===== src/gpiom_pkg.sv =====
// Package of register map, reset values and widths for the general I/O port
package gpiom_pkg;
	// ==========================================================================
	// Register byte addresses
	localparam logic [11:0] GPIOM_DIR_ADDR = 12'h000;
	localparam logic [11:0] GPIOM_LEVEL_ADDR = 12'h004;
	localparam logic [11:0] GPIOM_LATCH_ADDR = 12'h008;
	localparam logic [11:0] GPIOM_ODSEL_ADDR = 12'h00C;
	localparam logic [11:0] GPIOM_ANSEL_ADDR = 12'h010;
	localparam logic [11:0] GPIOM_PEREN_A_ADDR = 12'h014;
	localparam logic [11:0] GPIOM_PEREN_B_ADDR = 12'h018;
	localparam logic [11:0] GPIOM_LVLSET_ADDR = 12'h01C;
	localparam logic [11:0] GPIOM_LVLCLR_ADDR = 12'h020;
	localparam int GPIOM_ADDR_W = 12;
	// ==========================================================================
	// Widths and reset values
	localparam int GPIOM_PINS = 16;
	localparam int GPIOM_DATA_W = 32;
	localparam logic [31:0] GPIOM_DIR_RESET = 32'hFFFFFFFF;
	localparam logic [31:0] GPIOM_ZERO = 32'h00000000;
	localparam logic [31:0] GPIOM_ANSEL_RESET = 32'h00000000;
	localparam int GPIOM_SYNC_STAGES = 2;
	// ==========================================================================
	// Bus access kinds
	typedef enum logic [1:0] {
		GPIOM_ACC_NONE,
		GPIOM_ACC_READ,
		GPIOM_ACC_WRITE
	} gpiom_acc_e;
endpackage


===== src/gpiom_pinmux.sv =====
// Per-pin output ownership multiplexer with open-drain conversion
module gpiom_pinmux (
	input wire logic dir_in,
	input wire logic latch_val,
	input wire logic od_sel,
	input wire logic per_a_en,
	input wire logic per_a_out,
	input wire logic per_a_oe,
	input wire logic per_b_en,
	input wire logic per_b_out,
	input wire logic per_b_oe,
	output logic pin_val,
	output logic pin_drive
);
	// ==========================================================================
	// Ownership and driver control
	logic data_sel;
	logic drive_sel;

	always_comb begin
		if (per_a_en) begin
			data_sel = per_a_out;
			drive_sel = per_a_oe;
		end else if (per_b_en) begin
			data_sel = per_b_out;
			drive_sel = per_b_oe;
		end else begin
			data_sel = latch_val;
			drive_sel = !dir_in;
		end
		if (od_sel) begin
			pin_val = 1'b0;
			pin_drive = drive_sel && !data_sel;
		end else begin
			pin_val = data_sel;
			pin_drive = drive_sel;
		end
	end
endmodule // gpiom_pinmux


===== src/gpiom_port.sv =====
// General I/O port with APB registers, peripheral ownership and open-drain
// ==========================================================================
// Behaviour
// - Port holds direction, pin level, output latch and open-drain select registers.
// - Direction one makes pin an input; zero drives the latch value.
// - Every implemented direction bit resets to one so all pins start as inputs; unimplemented bits reset to zero.
// - Reading pin level returns the pin state, not the latch.
// - Writing pin level stores data into the output latch.
// - Reading output latch returns latch contents whatever the pins show.
// - Writing output latch updates the same latch as pin level writes.
// - Bit set or clear on pin level copies sampled pin levels into latch.
// - Unimplemented bits are disabled and read as zero.
// - Open-drain select bit makes its own pin open-drain.
// - Open-drain applies to latch-driven and peripheral-driven outputs alike.
// - Enabled peripheral disables port driver; pin stays readable.
// - Multiplexers hand output data and control to the enabled peripheral.
// - Peripheral A outranks peripheral B when both are enabled.
module gpiom_port
	import gpiom_pkg::*;
#(
	parameter int PINS = GPIOM_PINS,
	parameter logic [GPIOM_PINS-1:0] IMPL_MASK = 16'hFFFF
) (
	input wire logic sys_clk,
	input wire logic arst_n,
	input wire logic psel,
	input wire logic penable,
	input wire logic pwrite,
	input wire logic [GPIOM_ADDR_W-1:0] paddr,
	input wire logic [GPIOM_DATA_W-1:0] pwdata,
	input wire logic [3:0] pstrb,
	output logic [GPIOM_DATA_W-1:0] prdata,
	output logic pready,
	output logic pslverr,
	input wire logic [PINS-1:0] pin_in,
	output logic [PINS-1:0] pin_out,
	output logic [PINS-1:0] pin_oe,
	output logic [PINS-1:0] analog_select,
	output logic [PINS-1:0] per_a_in,
	output logic [PINS-1:0] per_b_in,
	input wire logic [PINS-1:0] per_a_hw_en,
	input wire logic [PINS-1:0] per_a_out,
	input wire logic [PINS-1:0] per_a_oe,
	input wire logic [PINS-1:0] per_b_hw_en,
	input wire logic [PINS-1:0] per_b_out,
	input wire logic [PINS-1:0] per_b_oe
);
	// ==========================================================================
	// Elaboration check
	if (PINS < 1 || PINS > GPIOM_PINS) begin : g_bad_pins
		$error("gpiom_port: PINS must be 1 to 16");
	end

	localparam logic [PINS-1:0] MASK = IMPL_MASK[PINS-1:0];

	// ==========================================================================
	// Reset release
	logic rst_s1;
	logic rst_n;
	always_ff @(posedge sys_clk or negedge arst_n) begin
		if (!arst_n) begin
			rst_s1 <= 1'b0;
			rst_n <= 1'b0;
		end else begin
			rst_s1 <= 1'b1;
			rst_n <= rst_s1;
		end
	end

	// ==========================================================================
	// Pin input synchroniser
	logic [PINS-1:0] pin_sync;
	gpiom_sync #(
		.WIDTH(PINS)
	) u_sync (
		.clk(sys_clk),
		.rst_n(rst_n),
		.async_in(pin_in),
		.sync_out(pin_sync)
	);

	// ==========================================================================
	// Register state
	logic [PINS-1:0] pin_direction;
	logic [PINS-1:0] output_latch;
	logic [PINS-1:0] open_drain_select;
	logic [PINS-1:0] ansel;
	logic [PINS-1:0] per_a_en_reg;
	logic [PINS-1:0] per_b_en_reg;
	logic [PINS-1:0] next_pin_direction;
	logic [PINS-1:0] next_output_latch;
	logic [PINS-1:0] next_open_drain_select;
	logic [PINS-1:0] next_ansel;
	logic [PINS-1:0] next_per_a_en;
	logic [PINS-1:0] next_per_b_en;
	logic [GPIOM_DATA_W-1:0] next_prdata;
	logic next_pready;
	logic next_pslverr;
	gpiom_acc_e acc;

	// Merge byte strobes onto a register value
	function automatic logic [PINS-1:0] strobed(input logic [PINS-1:0] old_val,
			input logic [GPIOM_DATA_W-1:0] wdata, input logic [3:0] strb);
		logic [GPIOM_DATA_W-1:0] wide;
		integer i;
		wide = GPIOM_ZERO;
		wide[PINS-1:0] = old_val;
		for (i = 0; i < 4; i = i + 1) begin
			if (strb[i]) begin
				wide[i*8 +: 8] = wdata[i*8 +: 8];
			end
		end
		return wide[PINS-1:0] & MASK;
	endfunction

	// Zero-extend a pin vector to the bus width
	function automatic logic [GPIOM_DATA_W-1:0] widen(input logic [PINS-1:0] v);
		logic [GPIOM_DATA_W-1:0] w;
		w = GPIOM_ZERO;
		w[PINS-1:0] = v & MASK;
		return w;
	endfunction

	// ==========================================================================
	// APB access decode
	always_comb begin
		if (psel && penable && !pready) begin
			acc = pwrite ? GPIOM_ACC_WRITE : GPIOM_ACC_READ;
		end else begin
			acc = GPIOM_ACC_NONE;
		end
	end

	// ==========================================================================
	// Register next state
	always_comb begin
		next_pin_direction = pin_direction;
		next_output_latch = output_latch;
		next_open_drain_select = open_drain_select;
		next_ansel = ansel;
		next_per_a_en = per_a_en_reg;
		next_per_b_en = per_b_en_reg;
		next_prdata = GPIOM_ZERO;
		next_pready = 1'b0;
		next_pslverr = 1'b0;
		unique case (acc)
			GPIOM_ACC_NONE: begin
			end
			GPIOM_ACC_WRITE: begin
				next_pready = 1'b1;
				unique case (paddr)
					GPIOM_DIR_ADDR: next_pin_direction = strobed(pin_direction, pwdata, pstrb);
					GPIOM_LEVEL_ADDR: next_output_latch = strobed(output_latch, pwdata, pstrb);
					GPIOM_LATCH_ADDR: next_output_latch = strobed(output_latch, pwdata, pstrb);
					GPIOM_ODSEL_ADDR: next_open_drain_select = strobed(open_drain_select, pwdata,
						pstrb);
					GPIOM_ANSEL_ADDR: next_ansel = strobed(ansel, pwdata, pstrb);
					GPIOM_PEREN_A_ADDR: next_per_a_en = strobed(per_a_en_reg, pwdata, pstrb);
					GPIOM_PEREN_B_ADDR: next_per_b_en = strobed(per_b_en_reg, pwdata, pstrb);
					GPIOM_LVLSET_ADDR: next_output_latch = (pin_sync | pwdata[PINS-1:0]) & MASK;
					GPIOM_LVLCLR_ADDR: next_output_latch = (pin_sync & ~pwdata[PINS-1:0]) & MASK;
					default: next_pslverr = 1'b1;
				endcase
			end
			GPIOM_ACC_READ: begin
				next_pready = 1'b1;
				unique case (paddr)
					GPIOM_DIR_ADDR: next_prdata = widen(pin_direction);
					GPIOM_LEVEL_ADDR: next_prdata = widen(pin_sync);
					GPIOM_LATCH_ADDR: next_prdata = widen(output_latch);
					GPIOM_ODSEL_ADDR: next_prdata = widen(open_drain_select);
					GPIOM_ANSEL_ADDR: next_prdata = widen(ansel);
					GPIOM_PEREN_A_ADDR: next_prdata = widen(per_a_en_reg);
					GPIOM_PEREN_B_ADDR: next_prdata = widen(per_b_en_reg);
					GPIOM_LVLSET_ADDR: next_prdata = widen(pin_sync);
					GPIOM_LVLCLR_ADDR: next_prdata = widen(pin_sync);
					default: next_pslverr = 1'b1;
				endcase
			end
			default: begin
			end
		endcase
	end

	always_ff @(posedge sys_clk or negedge rst_n) begin
		if (!rst_n) begin
			pin_direction <= GPIOM_DIR_RESET[PINS-1:0] & MASK;
			output_latch <= '0;
			open_drain_select <= '0;
			ansel <= GPIOM_ANSEL_RESET[PINS-1:0];
			per_a_en_reg <= '0;
			per_b_en_reg <= '0;
			prdata <= GPIOM_ZERO;
			pready <= 1'b0;
			pslverr <= 1'b0;
		end else begin
			pin_direction <= next_pin_direction;
			output_latch <= next_output_latch;
			open_drain_select <= next_open_drain_select;
			ansel <= next_ansel;
			per_a_en_reg <= next_per_a_en;
			per_b_en_reg <= next_per_b_en;
			prdata <= next_prdata;
			pready <= next_pready;
			pslverr <= next_pslverr;
		end
	end

	// ==========================================================================
	// Pin output path
	logic [PINS-1:0] mux_val;
	logic [PINS-1:0] mux_drive;
	logic [PINS-1:0] next_pin_out;
	logic [PINS-1:0] next_pin_oe;

	for (genvar g = 0; g < PINS; g++) begin : g_pin
		gpiom_pinmux u_mux (
			.dir_in(pin_direction[g]),
			.latch_val(output_latch[g]),
			.od_sel(open_drain_select[g]),
			.per_a_en(per_a_en_reg[g] && per_a_hw_en[g]),
			.per_a_out(per_a_out[g]),
			.per_a_oe(per_a_oe[g]),
			.per_b_en(per_b_en_reg[g] && per_b_hw_en[g]),
			.per_b_out(per_b_out[g]),
			.per_b_oe(per_b_oe[g]),
			.pin_val(mux_val[g]),
			.pin_drive(mux_drive[g])
		);
	end

	always_comb begin
		next_pin_out = mux_val & MASK;
		next_pin_oe = mux_drive & MASK;
	end

	always_ff @(posedge sys_clk or negedge rst_n) begin
		if (!rst_n) begin
			pin_out <= '0;
			pin_oe <= '0;
			analog_select <= '0;
			per_a_in <= '0;
			per_b_in <= '0;
		end else begin
			pin_out <= next_pin_out;
			pin_oe <= next_pin_oe;
			analog_select <= ansel;
			per_a_in <= pin_sync;
			per_b_in <= pin_sync;
		end
	end
endmodule // gpiom_port


===== src/gpiom_sync.sv =====
// Two flip-flop synchroniser for a vector of asynchronous inputs
module gpiom_sync
	import gpiom_pkg::*;
#(
	parameter int WIDTH = GPIOM_PINS
) (
	input wire logic clk,
	input wire logic rst_n,
	input wire logic [WIDTH-1:0] async_in,
	output logic [WIDTH-1:0] sync_out
);
	// ==========================================================================
	// Stages
	logic [WIDTH-1:0] stage1;
	logic [WIDTH-1:0] next_stage1;
	logic [WIDTH-1:0] next_sync_out;

	always_comb begin
		next_stage1 = async_in;
		next_sync_out = stage1;
	end

	always_ff @(posedge clk or negedge rst_n) begin
		if (!rst_n) begin
			stage1 <= '0;
			sync_out <= '0;
		end else begin
			stage1 <= next_stage1;
			sync_out <= next_sync_out;
		end
	end
endmodule // gpiom_sync


===== config.mk =====
export PLATFORM = sky130hd
export DESIGN_NAME = gpiom_port
export DESIGN_NICKNAME = d
export VERILOG_FILES = /design/src/gpiom_pkg.sv /design/src/gpiom_pinmux.sv /design/src/gpiom_port.sv /design/src/gpiom_sync.sv
export SDC_FILE = /design/constraint.sdc
export NUM_CORES = 1
export LEC_CHECK = 0
export BUFFER_PORTS_ARGS = -buffer_cell sky130_fd_sc_hd__buf_4
export CORE_ASPECT_RATIO = 0.9
export CORE_MARGIN = 2
export CORE_UTILIZATION = 45
export CTS_BUF_LIST = sky130_fd_sc_hd__clkbuf_16
export DETAILED_ROUTE_END_ITERATION = 7
export GPL_ROUTABILITY_DRIVEN = 1
export HOLD_SLACK_MARGIN = 0.06
export PLACE_DENSITY = 0.74
export SLEW_MARGIN = 15
export SYNTH_ARGS = -nofsm -noshare
export SYNTH_HDL_FRONTEND = slang
export SYNTH_HIERARCHICAL = 1
export SYNTH_SLANG_ARGS = --single-unit

===== constraint.sdc =====
create_clock -name sys_clk -period 6.2 [get_ports sys_clk]
set_clock_uncertainty 0.05 [all_clocks]
set_input_delay 0.62 -clock sys_clk [delete_from_list [all_inputs] [get_ports sys_clk]]
set_output_delay 0.62 -clock sys_clk [all_outputs]
set_load 0.01 [all_outputs]

==> results.toml, run 1 <==
[cts]
clkTransAtPathRegs_ns = 0.06
cts_root_buf = "clkbuf_16"
numClockSinks = 212
cts_resized = 0
clockBufferDepth = 3
cts_tree = "built"
cts_buffers = 24
htree_num_levels = 1
clk_latency_ns = 0.51

[worst_setup_path]
setup.worst_path.end = "output_latch[8]"
criticalPathCategory = "in -> reg"
r2r_cells = 4
crit_chain = "buf_4 > nor4_4 > nand4_1 > nand2_1 > o21ai_0 > mux2_2"
required_ns = 6.54
r2r-start = "pready"
end_kind = "register"
start_kind = "primary input"
cp_num_cells = 6
critPathLaunch = "paddr[1]"
path_buf_inv = 1
critPathMaxFanout = 16
crit_family = "simple AND/OR/NAND/NOR gates"
cpMaxStageDelayCell = "nand4_1"
rrSetupSlack_ns = 3.71
cpPeakStageDelay_ns = 1.12
timing.rr.end = "per_a_en_reg[0]"
critPathArrivalTime_ns = 3.43

[logic_synthesis]
synth.distinct_cells = 47
ys.flop_type = "dfrtp_1"
synth_edf_count = 0
ys_ff_latch = 212
syn_avg_cell_area_um2 = 13.0
yosysWarnings = 6
netlist_instances = 711
synth_seq_area_share = 0.576
ys_async_sr_fraction = 1.00
synthesis.area_um2 = 9250

[detailed_routing]
drc_errors = 0
viasPerCell = 5.51
drtAntennaViolNets = 0
first_iter_violations = 560
drt_pre_antenna_iters = 6
wl_per_cell_um = 20.2
vias = 6735
wirelength_um = 24700

[sta]
slew_viol_final = 0
fmax_mhz = 323
tightestPinTransition_ns = 1.21
whs_ns = 0.165
finalCritPeriodShare = 0.499
hold_viol_final = 0
min_period_ns = 3.09
setup_viol = 0
rsz0062_at_grt = "false"
relSlewSlack = 0.190
setup_tns_ns = 0

[worst_hold_path]
hp-class = "in -> reg"
worstHoldPathCells = 1

[power_and_ir_drop]
p_leak_nw = 5.65
vdd_ir_drop_max_mv = 0.171
powerDensity_nw_per_um2 = 239

[run]
cap_viol_max_count = 0

[die]
die_y_um = 140
initial_core_util = 0.461
rows = 49
dieArea_um2 = 21700
io_pins = 279
die_w_um = 155
core_um2 = 20000

[final_layout]
antenna_cells = 0
finalNetCount = 1117
final_core_util = 0.594
final_cell_mix = "249 x buf_4, 195 x dfrtp_1, 96 x mux2_2"
drive_gt1_frac = 0.461
final_common_cell = "buf_4"
syn2layout_area_growth_pct = 28.7

[global_routing]
gr-total-overflow = 0
antenna_found_initial = 0
grt_max_degree = 77
first_global_vias = 6865
grt_pass1_wl_um = 38000
grt.total_usage = 0.225

[placement]
dp_hpwl_um = 16900
io_buffers = 244
place_congestion = 0.784

[outcome]
run_status = "finished clean"
-- logic make-up after synthesis --
| kind of cell | share of synthesized area |
|---|---|
| and+or+nand+nor | 0.140 |
| buffers and inverters | 0.0348 |
| DFF | 0.576 |
| AOI/OAI and AO/OA | 0.123 |
| other | 0.000812 |
| muxes | 0.124 |
| xor gates and xnor gates | 0.000947 |
-- synth_stat cells, types with 10 or more instances --
cell type  count  area [um2]
clkbuf_1      12        45.0
a21oi_1       17        85.1
o21ai_0       16        80.1
a211oi_1      16         120
dfstp_2       16         420
nand2_1       29         109
nor2b_1       35         219
a222oi_1      21         210
a211o_1       16         140
nor3_2        10         100
nand2b_1      32         200
and2_1        32         200
nor2_1        35         131
buf_4         33         248
mux2_2        96        1080
a311oi_2      16         240
and3b_2       16         160
o22ai_1       15        93.8
dfrtp_1      196        4900
-- layer usage --
layer / wire length, um / vias up / track usage
li1: - / 3063 / -
met1: 10200 / 3324 / 0.306
met2: 11900 / 308 / 0.371
met3: 2020 / 40 / 0.0439
met4: 566 / 0 / 0.0599
met5: 0 / - / 0
-- how the worst min path moves through the flow --
| stage | start | endpoint | slack (ns) |
|---|---|---|---|
| floorplan | arst_n | rst_n | 0.27 |
| global placement | u_sync/next_sync_out[14] | u_sync/sync_out[14] | 0.28 |
| detailed placement | u_sync/next_sync_out[10] | u_sync/sync_out[10] | 0.28 |
| CTS | pin_in[12] | u_sync/next_sync_out[12] | 0.15 |
| global route | pin_in[3] | u_sync/next_sync_out[3] | 0.15 |
| finish | pin_in[12] | u_sync/next_sync_out[12] | 0.17 |
-- where the power goes --
group / internal [W] / switching (W)
sequential: 0.00140 / 0.0000183
clock: 0.000721 / 0.000540
combinational: 0.0000871 / 0.0000785
-- area by class of cell --
type	instances	area, um2
fillers	1667	8140
flip-flops and latches	212	5330
multi-input cells	464	3680
repair buffers	250	1880
clock buffers	25	626
well taps	255	319
clock inverters	16	70.1
-- timing repair --
item | CTS | global route
hold endpoints to repair | 2 | 0
setup buffers | 0 | 0
hold buffers | 1 | 0
-- stage by stage --
stage               power [W]  cells  area [um2]  worst slack, ns
floorplan             0.00151    726        9310             2.68
global placement      0.00161   1180       11200             2.68
detailed placement    0.00161   1180       11200             2.66
CTS                   0.00288   1222       11900             3.21
global route          0.00295   1222       11900             3.06
finish                0.00285   1222       11900             3.11
Note: power is estimated with default switching activity, not from simulation.
==> run 2: changes to the inputs <==
==> constraint.sdc (replaced) <==
create_clock -name sys_clk -period 2.8 [get_ports sys_clk]
set_clock_uncertainty 0.05 [all_clocks]
set_input_delay 0.28 -clock sys_clk [delete_from_list [all_inputs] [get_ports sys_clk]]
set_output_delay 0.28 -clock sys_clk [all_outputs]
set_load 0.01 [all_outputs]
==> results.toml, run 2 (same netlist as run 1, synthesis figures left out) <==
[outcome]
run_status = "finished clean"

[sta]
rsz0062_at_grt = "false"
min_period_ns = 2.22
fmax_mhz = 451
worst_slack_ns = 0.581
setup_viol = 0
finalCritPeriodShare = 0.792
relSlewSlack = 0.513
tightestPinTransition_ns = 0.727
setup_tns_ns = 0
slew_viol_final = 0
hold_viol_final = 0

[placement]
pre_cts_ws_ns = 0.273
placed_area_um2 = 11400
dp_hpwl_um = 17100
dpl.cell_count = 1203
io_buffers = 244
place_congestion = 0.795

[cts]
cts_root_buf = "clkbuf_16"
cts_tree = "built"
numClockSinks = 212
clk_latency_ns = 0.49
htree_num_levels = 1
clockBufferDepth = 3
cts_setup_buffers = 0
clkTransAtPathRegs_ns = 0.06
cts_resized = 0
cts_buffers = 22

[global_routing]
gr-total-overflow = 0
grt.total_usage = 0.228
first_global_vias = 7196
grt_pass1_wl_um = 39100
grt_max_degree = 109
antenna_found_initial = 0

[detailed_routing]
viasPerCell = 5.41
drc_errors = 0
drtAntennaViolNets = 0
first_iter_violations = 479
vias = 7004
wl_per_cell_um = 19.3
wirelength_um = 25000
drt_pre_antenna_iters = 5

[die]
die_y_um = 140
rows = 49
dieArea_um2 = 21700
die_w_um = 155
initial_core_util = 0.461
core_um2 = 20000
io_pins = 279

[final_layout]
fin_cells = 1294
final_cell_mix = "270 x buf_4, 195 x dfrtp_1, 96 x mux2_2"
syn2layout_area_growth_pct = 36.1
drive_gt1_frac = 0.449
finalNetCount = 1189
fin_area_um2 = 12600
final_common_cell = "buf_4"
antenna_cells = 0

[worst_setup_path]
critPathArrivalTime_ns = 2.55
criticalPathCategory = "in -> reg"
required_ns = 3.13
end_kind = "register"
start_kind = "primary input"
critPathMaxFanout = 6

[power_and_ir_drop]
p_leak_nw = 5.95
powerDensity_nw_per_um2 = 501
vdd_ir_drop_max_mv = 0.313

[run]
cap_viol_max_count = 0

[worst_hold_path]
hp-class = "in -> reg"
[run 2: cell count changes in the layout (fill, tap and decap cells not counted), moves of 2 or more]
| cell | delta |
|---|---|
| inv_1 | -3 |
| buf_4 | +21 |
| buf_12 | +2 |
| clkbuf_16 | -2 |
| clkinv_1 | +4 |
| clkinv_2 | -2 |
| dlygate4sd3_1 | +51 |
[run 2: routing by layer]
layer  track usage  vias up  wire length [um]
met3        0.0371       36              1620
met1         0.304     3484             10500
li1              -     3204                 -
met2         0.393      280             12400
met5             0        -                 0
met4        0.0556        0               470
[run 2: worst max-delay path, stage by stage]
cell and delay, ns:
dlygate4sd3_1 0.54, buf_4 0.11, nand2_1 0.07, nor2_1 0.22, nand3_1 0.35, nor3_2 0.37, buf_4 0.26, mux2_2 0.34
[run 2: metrics by stage]
step	hold slack, ns	utilization	power (W)
after floorplan	-0.0656	-	0.00334
after global placement	0.0132	0.568	0.00357
after detailed placement	0.0147	0.568	0.00358
after CTS	0.0610	0.628	0.00637
after global routing	0.0692	0.628	0.00653
final	0.0720	0.628	0.00630
[run 2: final cells by class]
cell class	instances	area, um2
clock buffers	23	576
flip-flops and latches	212	5330
fillers	1554	7460
repair buffers	324	2590
well taps	255	319
multi-input cells	464	3680
clock inverters	16	93.8
[run 2: final timing paths]
path	slack [ns]	to	startpoint	cells past startpoint
setup reg to reg	0.68	per_b_en_reg[11]	pready	5
hold / removal	0.07	pready	psel	3
min in group asynchronous	0.33	pin_out[8]	rst_n	1
max in group asynchronous	1.87	output_latch[5]	rst_n	1
setup / recovery	0.58	per_b_en_reg[11]	penable	8
hold reg to reg	0.30	u_sync/sync_out[8]	u_sync/next_sync_out[8]	0
[run 2: where the power goes]
group	internal, W	switching (W)	leakage (nW)
logic	0.000240	0.000200	2.90
registers	0.00311	0.0000267	2.70
clock network	0.00157	0.00116	0.344
total	0.00492	0.00139	5.95
[run 2: repair_timing]
item | CTS | global route
hold buffers | 52 | 0
endpoints found under the hold margin | 111 | 0
setup endpoints to repair | 0 | 0
==> run 3: changes to the inputs <==
==> constraint.sdc (replaced) <==
create_clock -name sys_clk -period 1.9 [get_ports sys_clk]
set_clock_uncertainty 0.05 [all_clocks]
set_input_delay 0.19 -clock sys_clk [delete_from_list [all_inputs] [get_ports sys_clk]]
set_output_delay 0.19 -clock sys_clk [all_outputs]
set_load 0.01 [all_outputs]
==> results.toml, run 3 (same netlist as run 1, synthesis figures left out) <==
[outcome]
run_status = "finished clean"

[sta]
rsz0062_at_grt = "true"
tightestPinTransition_ns = 0.528
min_period_ns = 1.86
finalCritPeriodShare = 0.977
setup_viol = 0
slew_viol_final = 0
setup_tns_ns = 0
hold_viol_final = 0
fmax_mhz = 539
worst_slack_ns = 0.0439
relSlewSlack = 0.647

[final_layout]
final_common_cell = "buf_4"
finalNetCount = 1265
fin_area_um2 = 13600
antenna_cells = 0
final_core_util = 0.679
final_cell_mix = "299 x buf_4, 195 x dfrtp_1, 85 x mux2_2"
syn2layout_area_growth_pct = 47.1
drive_gt1_frac = 0.472
fill_cells = 1450

[worst_setup_path]
criticalPathCategory = "reg -> reg"
crit_family = "buffers and inverters"
start_kind = "register"
cpPeakStageDelay_ns = 0.59
end_kind = "register"
critPathMaxFanout = 4
path_buf_inv = 1
cpMaxStageDelayCell = "dlygate4sd3_1"
critPathArrivalTime_ns = 2.23
crit_chain = "and2_4 > nor2b_1 > a211o_1 > a311oi_2 > dlygate4sd3_1"
required_ns = 2.27

[power_and_ir_drop]
p_switching_w = 0.00205
vdd_ir_drop_max_mv = 0.442
powerDensity_nw_per_um2 = 688
p_leak_nw = 6.52
pwr-share-seq = 0.495
comb_power_share = 0.080
clkPwrFrac = 0.425
switching_share = 0.219
power.internal_w = 0.00731
total_power_w = 0.00936

[detailed_routing]
drc_errors = 0
viasPerCell = 5.38
first_iter_violations = 449
wl_per_cell_um = 19.3
drt_pre_antenna_iters = 6
vias = 7364
wirelength_um = 26400
drtAntennaViolNets = 0

[cts]
cts_buffers = 22
cts_tree = "built"
clkTransAtPathRegs_ns = 0.06
numClockSinks = 212
clockBufferDepth = 3
clk_latency_ns = 0.50
cts_root_buf = "clkbuf_16"
htree_num_levels = 1

[global_routing]
grt.total_usage = 0.241
grt_max_degree = 48
gr-total-overflow = 0
antenna_found_initial = 0
grt_pass1_wl_um = 41000
first_global_vias = 7587

[die]
die_w_um = 155
io_pins = 279
rows = 49
dieArea_um2 = 21700
initial_core_util = 0.461
core_um2 = 20000
die_y_um = 140

[worst_hold_path]
hp-class = "in -> reg"

[placement]
place_congestion = 0.828
io_buffers = 244
dp_hpwl_um = 18400
pre_cts_ws_ns = -0.221
placed_area_um2 = 12000

[run]
cap_viol_max_count = 0
==> run 3: changes by cell type in the layout (fill, tap and decap cells not counted), sizes merged <==
cell	delta
buf	+46
inv	+3
clkinvlp	+1
dlygate4sd3	+30
clkinv	-4
==> run 3: area by class of cell <==
class / instances / area, um2 / share of cell area
Clock inverter: 16 / 91.3 / 0.00671
Sequential cell: 212 / 5330 / 0.392
Clock buffer: 23 / 576 / 0.0423
Multi-Input combinational cell: 464 / 3860 / 0.284
Timing Repair Buffer: 400 / 3430 / 0.252
Tap cell: 255 / 319 / 0.0234
==> run 3: power groups by stage <==
stage | Combinational [W] | Clock, W | Sequential, W
finish | 0.000753 | 0.00398 | 0.00463
global route | 0.000816 | 0.00426 | 0.00464
CTS | 0.000743 | 0.00408 | 0.00463
detailed placement | 0.000630 | 0 | 0.00471
global placement | 0.000625 | 0 | 0.00471
floorplan | 0.000175 | 0 | 0.00476
==> run 3: through the flow <==
| step | hold WS, ns | std cells |
|---|---|---|
| 6_report | 0.0781 | 1370 |
| 5_1_grt | 0.0682 | 1370 |
| 4_1_cts | 0.0604 | 1364 |
| 3_5_place_dp | -0.0749 | 1243 |
| 3_3_place_gp | -0.0776 | 1243 |
| 2_1_floorplan | -0.156 | 726 |
==> run 3: worst paths after layout <==
check,depth (start not counted),to,slack [ns],startpoint
worst max-delay path,5,pin_oe[3],0.04,per_b_en_reg[3]
worst min-delay path,3,pin_out[9],0.08,per_b_out[9]
worst max register to register,5,pin_oe[3],0.04,per_b_en_reg[3]
worst min register to register,0,ansel[14],0.24,rst_n
max in group asynchronous,1,pin_direction[7],0.89,rst_n
min in group asynchronous,0,ansel[14],0.24,rst_n
==> run 3: what timing repair did <==
| item | CTS | global route |
|---|---|---|
| endpoints found under the setup margin | 0 | 38 |
| setup buffers | 0 | 6 |
| hold endpoints to repair | 146 | 0 |
| gates resized for setup | 0 | 15 |
| hold buffers | 82 | 0 |
==> run 3: worst register-to-register path, delay by kind of cell (launching register included) <==
family / cells / cell delay, ns
AOI/OAI and AO/OA: 2 / 0.54
buffers and inverters: 1 / 0.59
DFF: 1 / 0.39
and+or+nand+nor: 2 / 0.22
==> run 3: layer usage <==
layer,up-vias,part of all wire,track usage,wire length [um]
met1,3619,0.43,0.335,11500
met5,-,0,0,0
li1,3368,-,-,-
met4,0,0.029,0.0712,763
met2,326,0.47,0.394,12400
met3,51,0.067,0.0396,1760
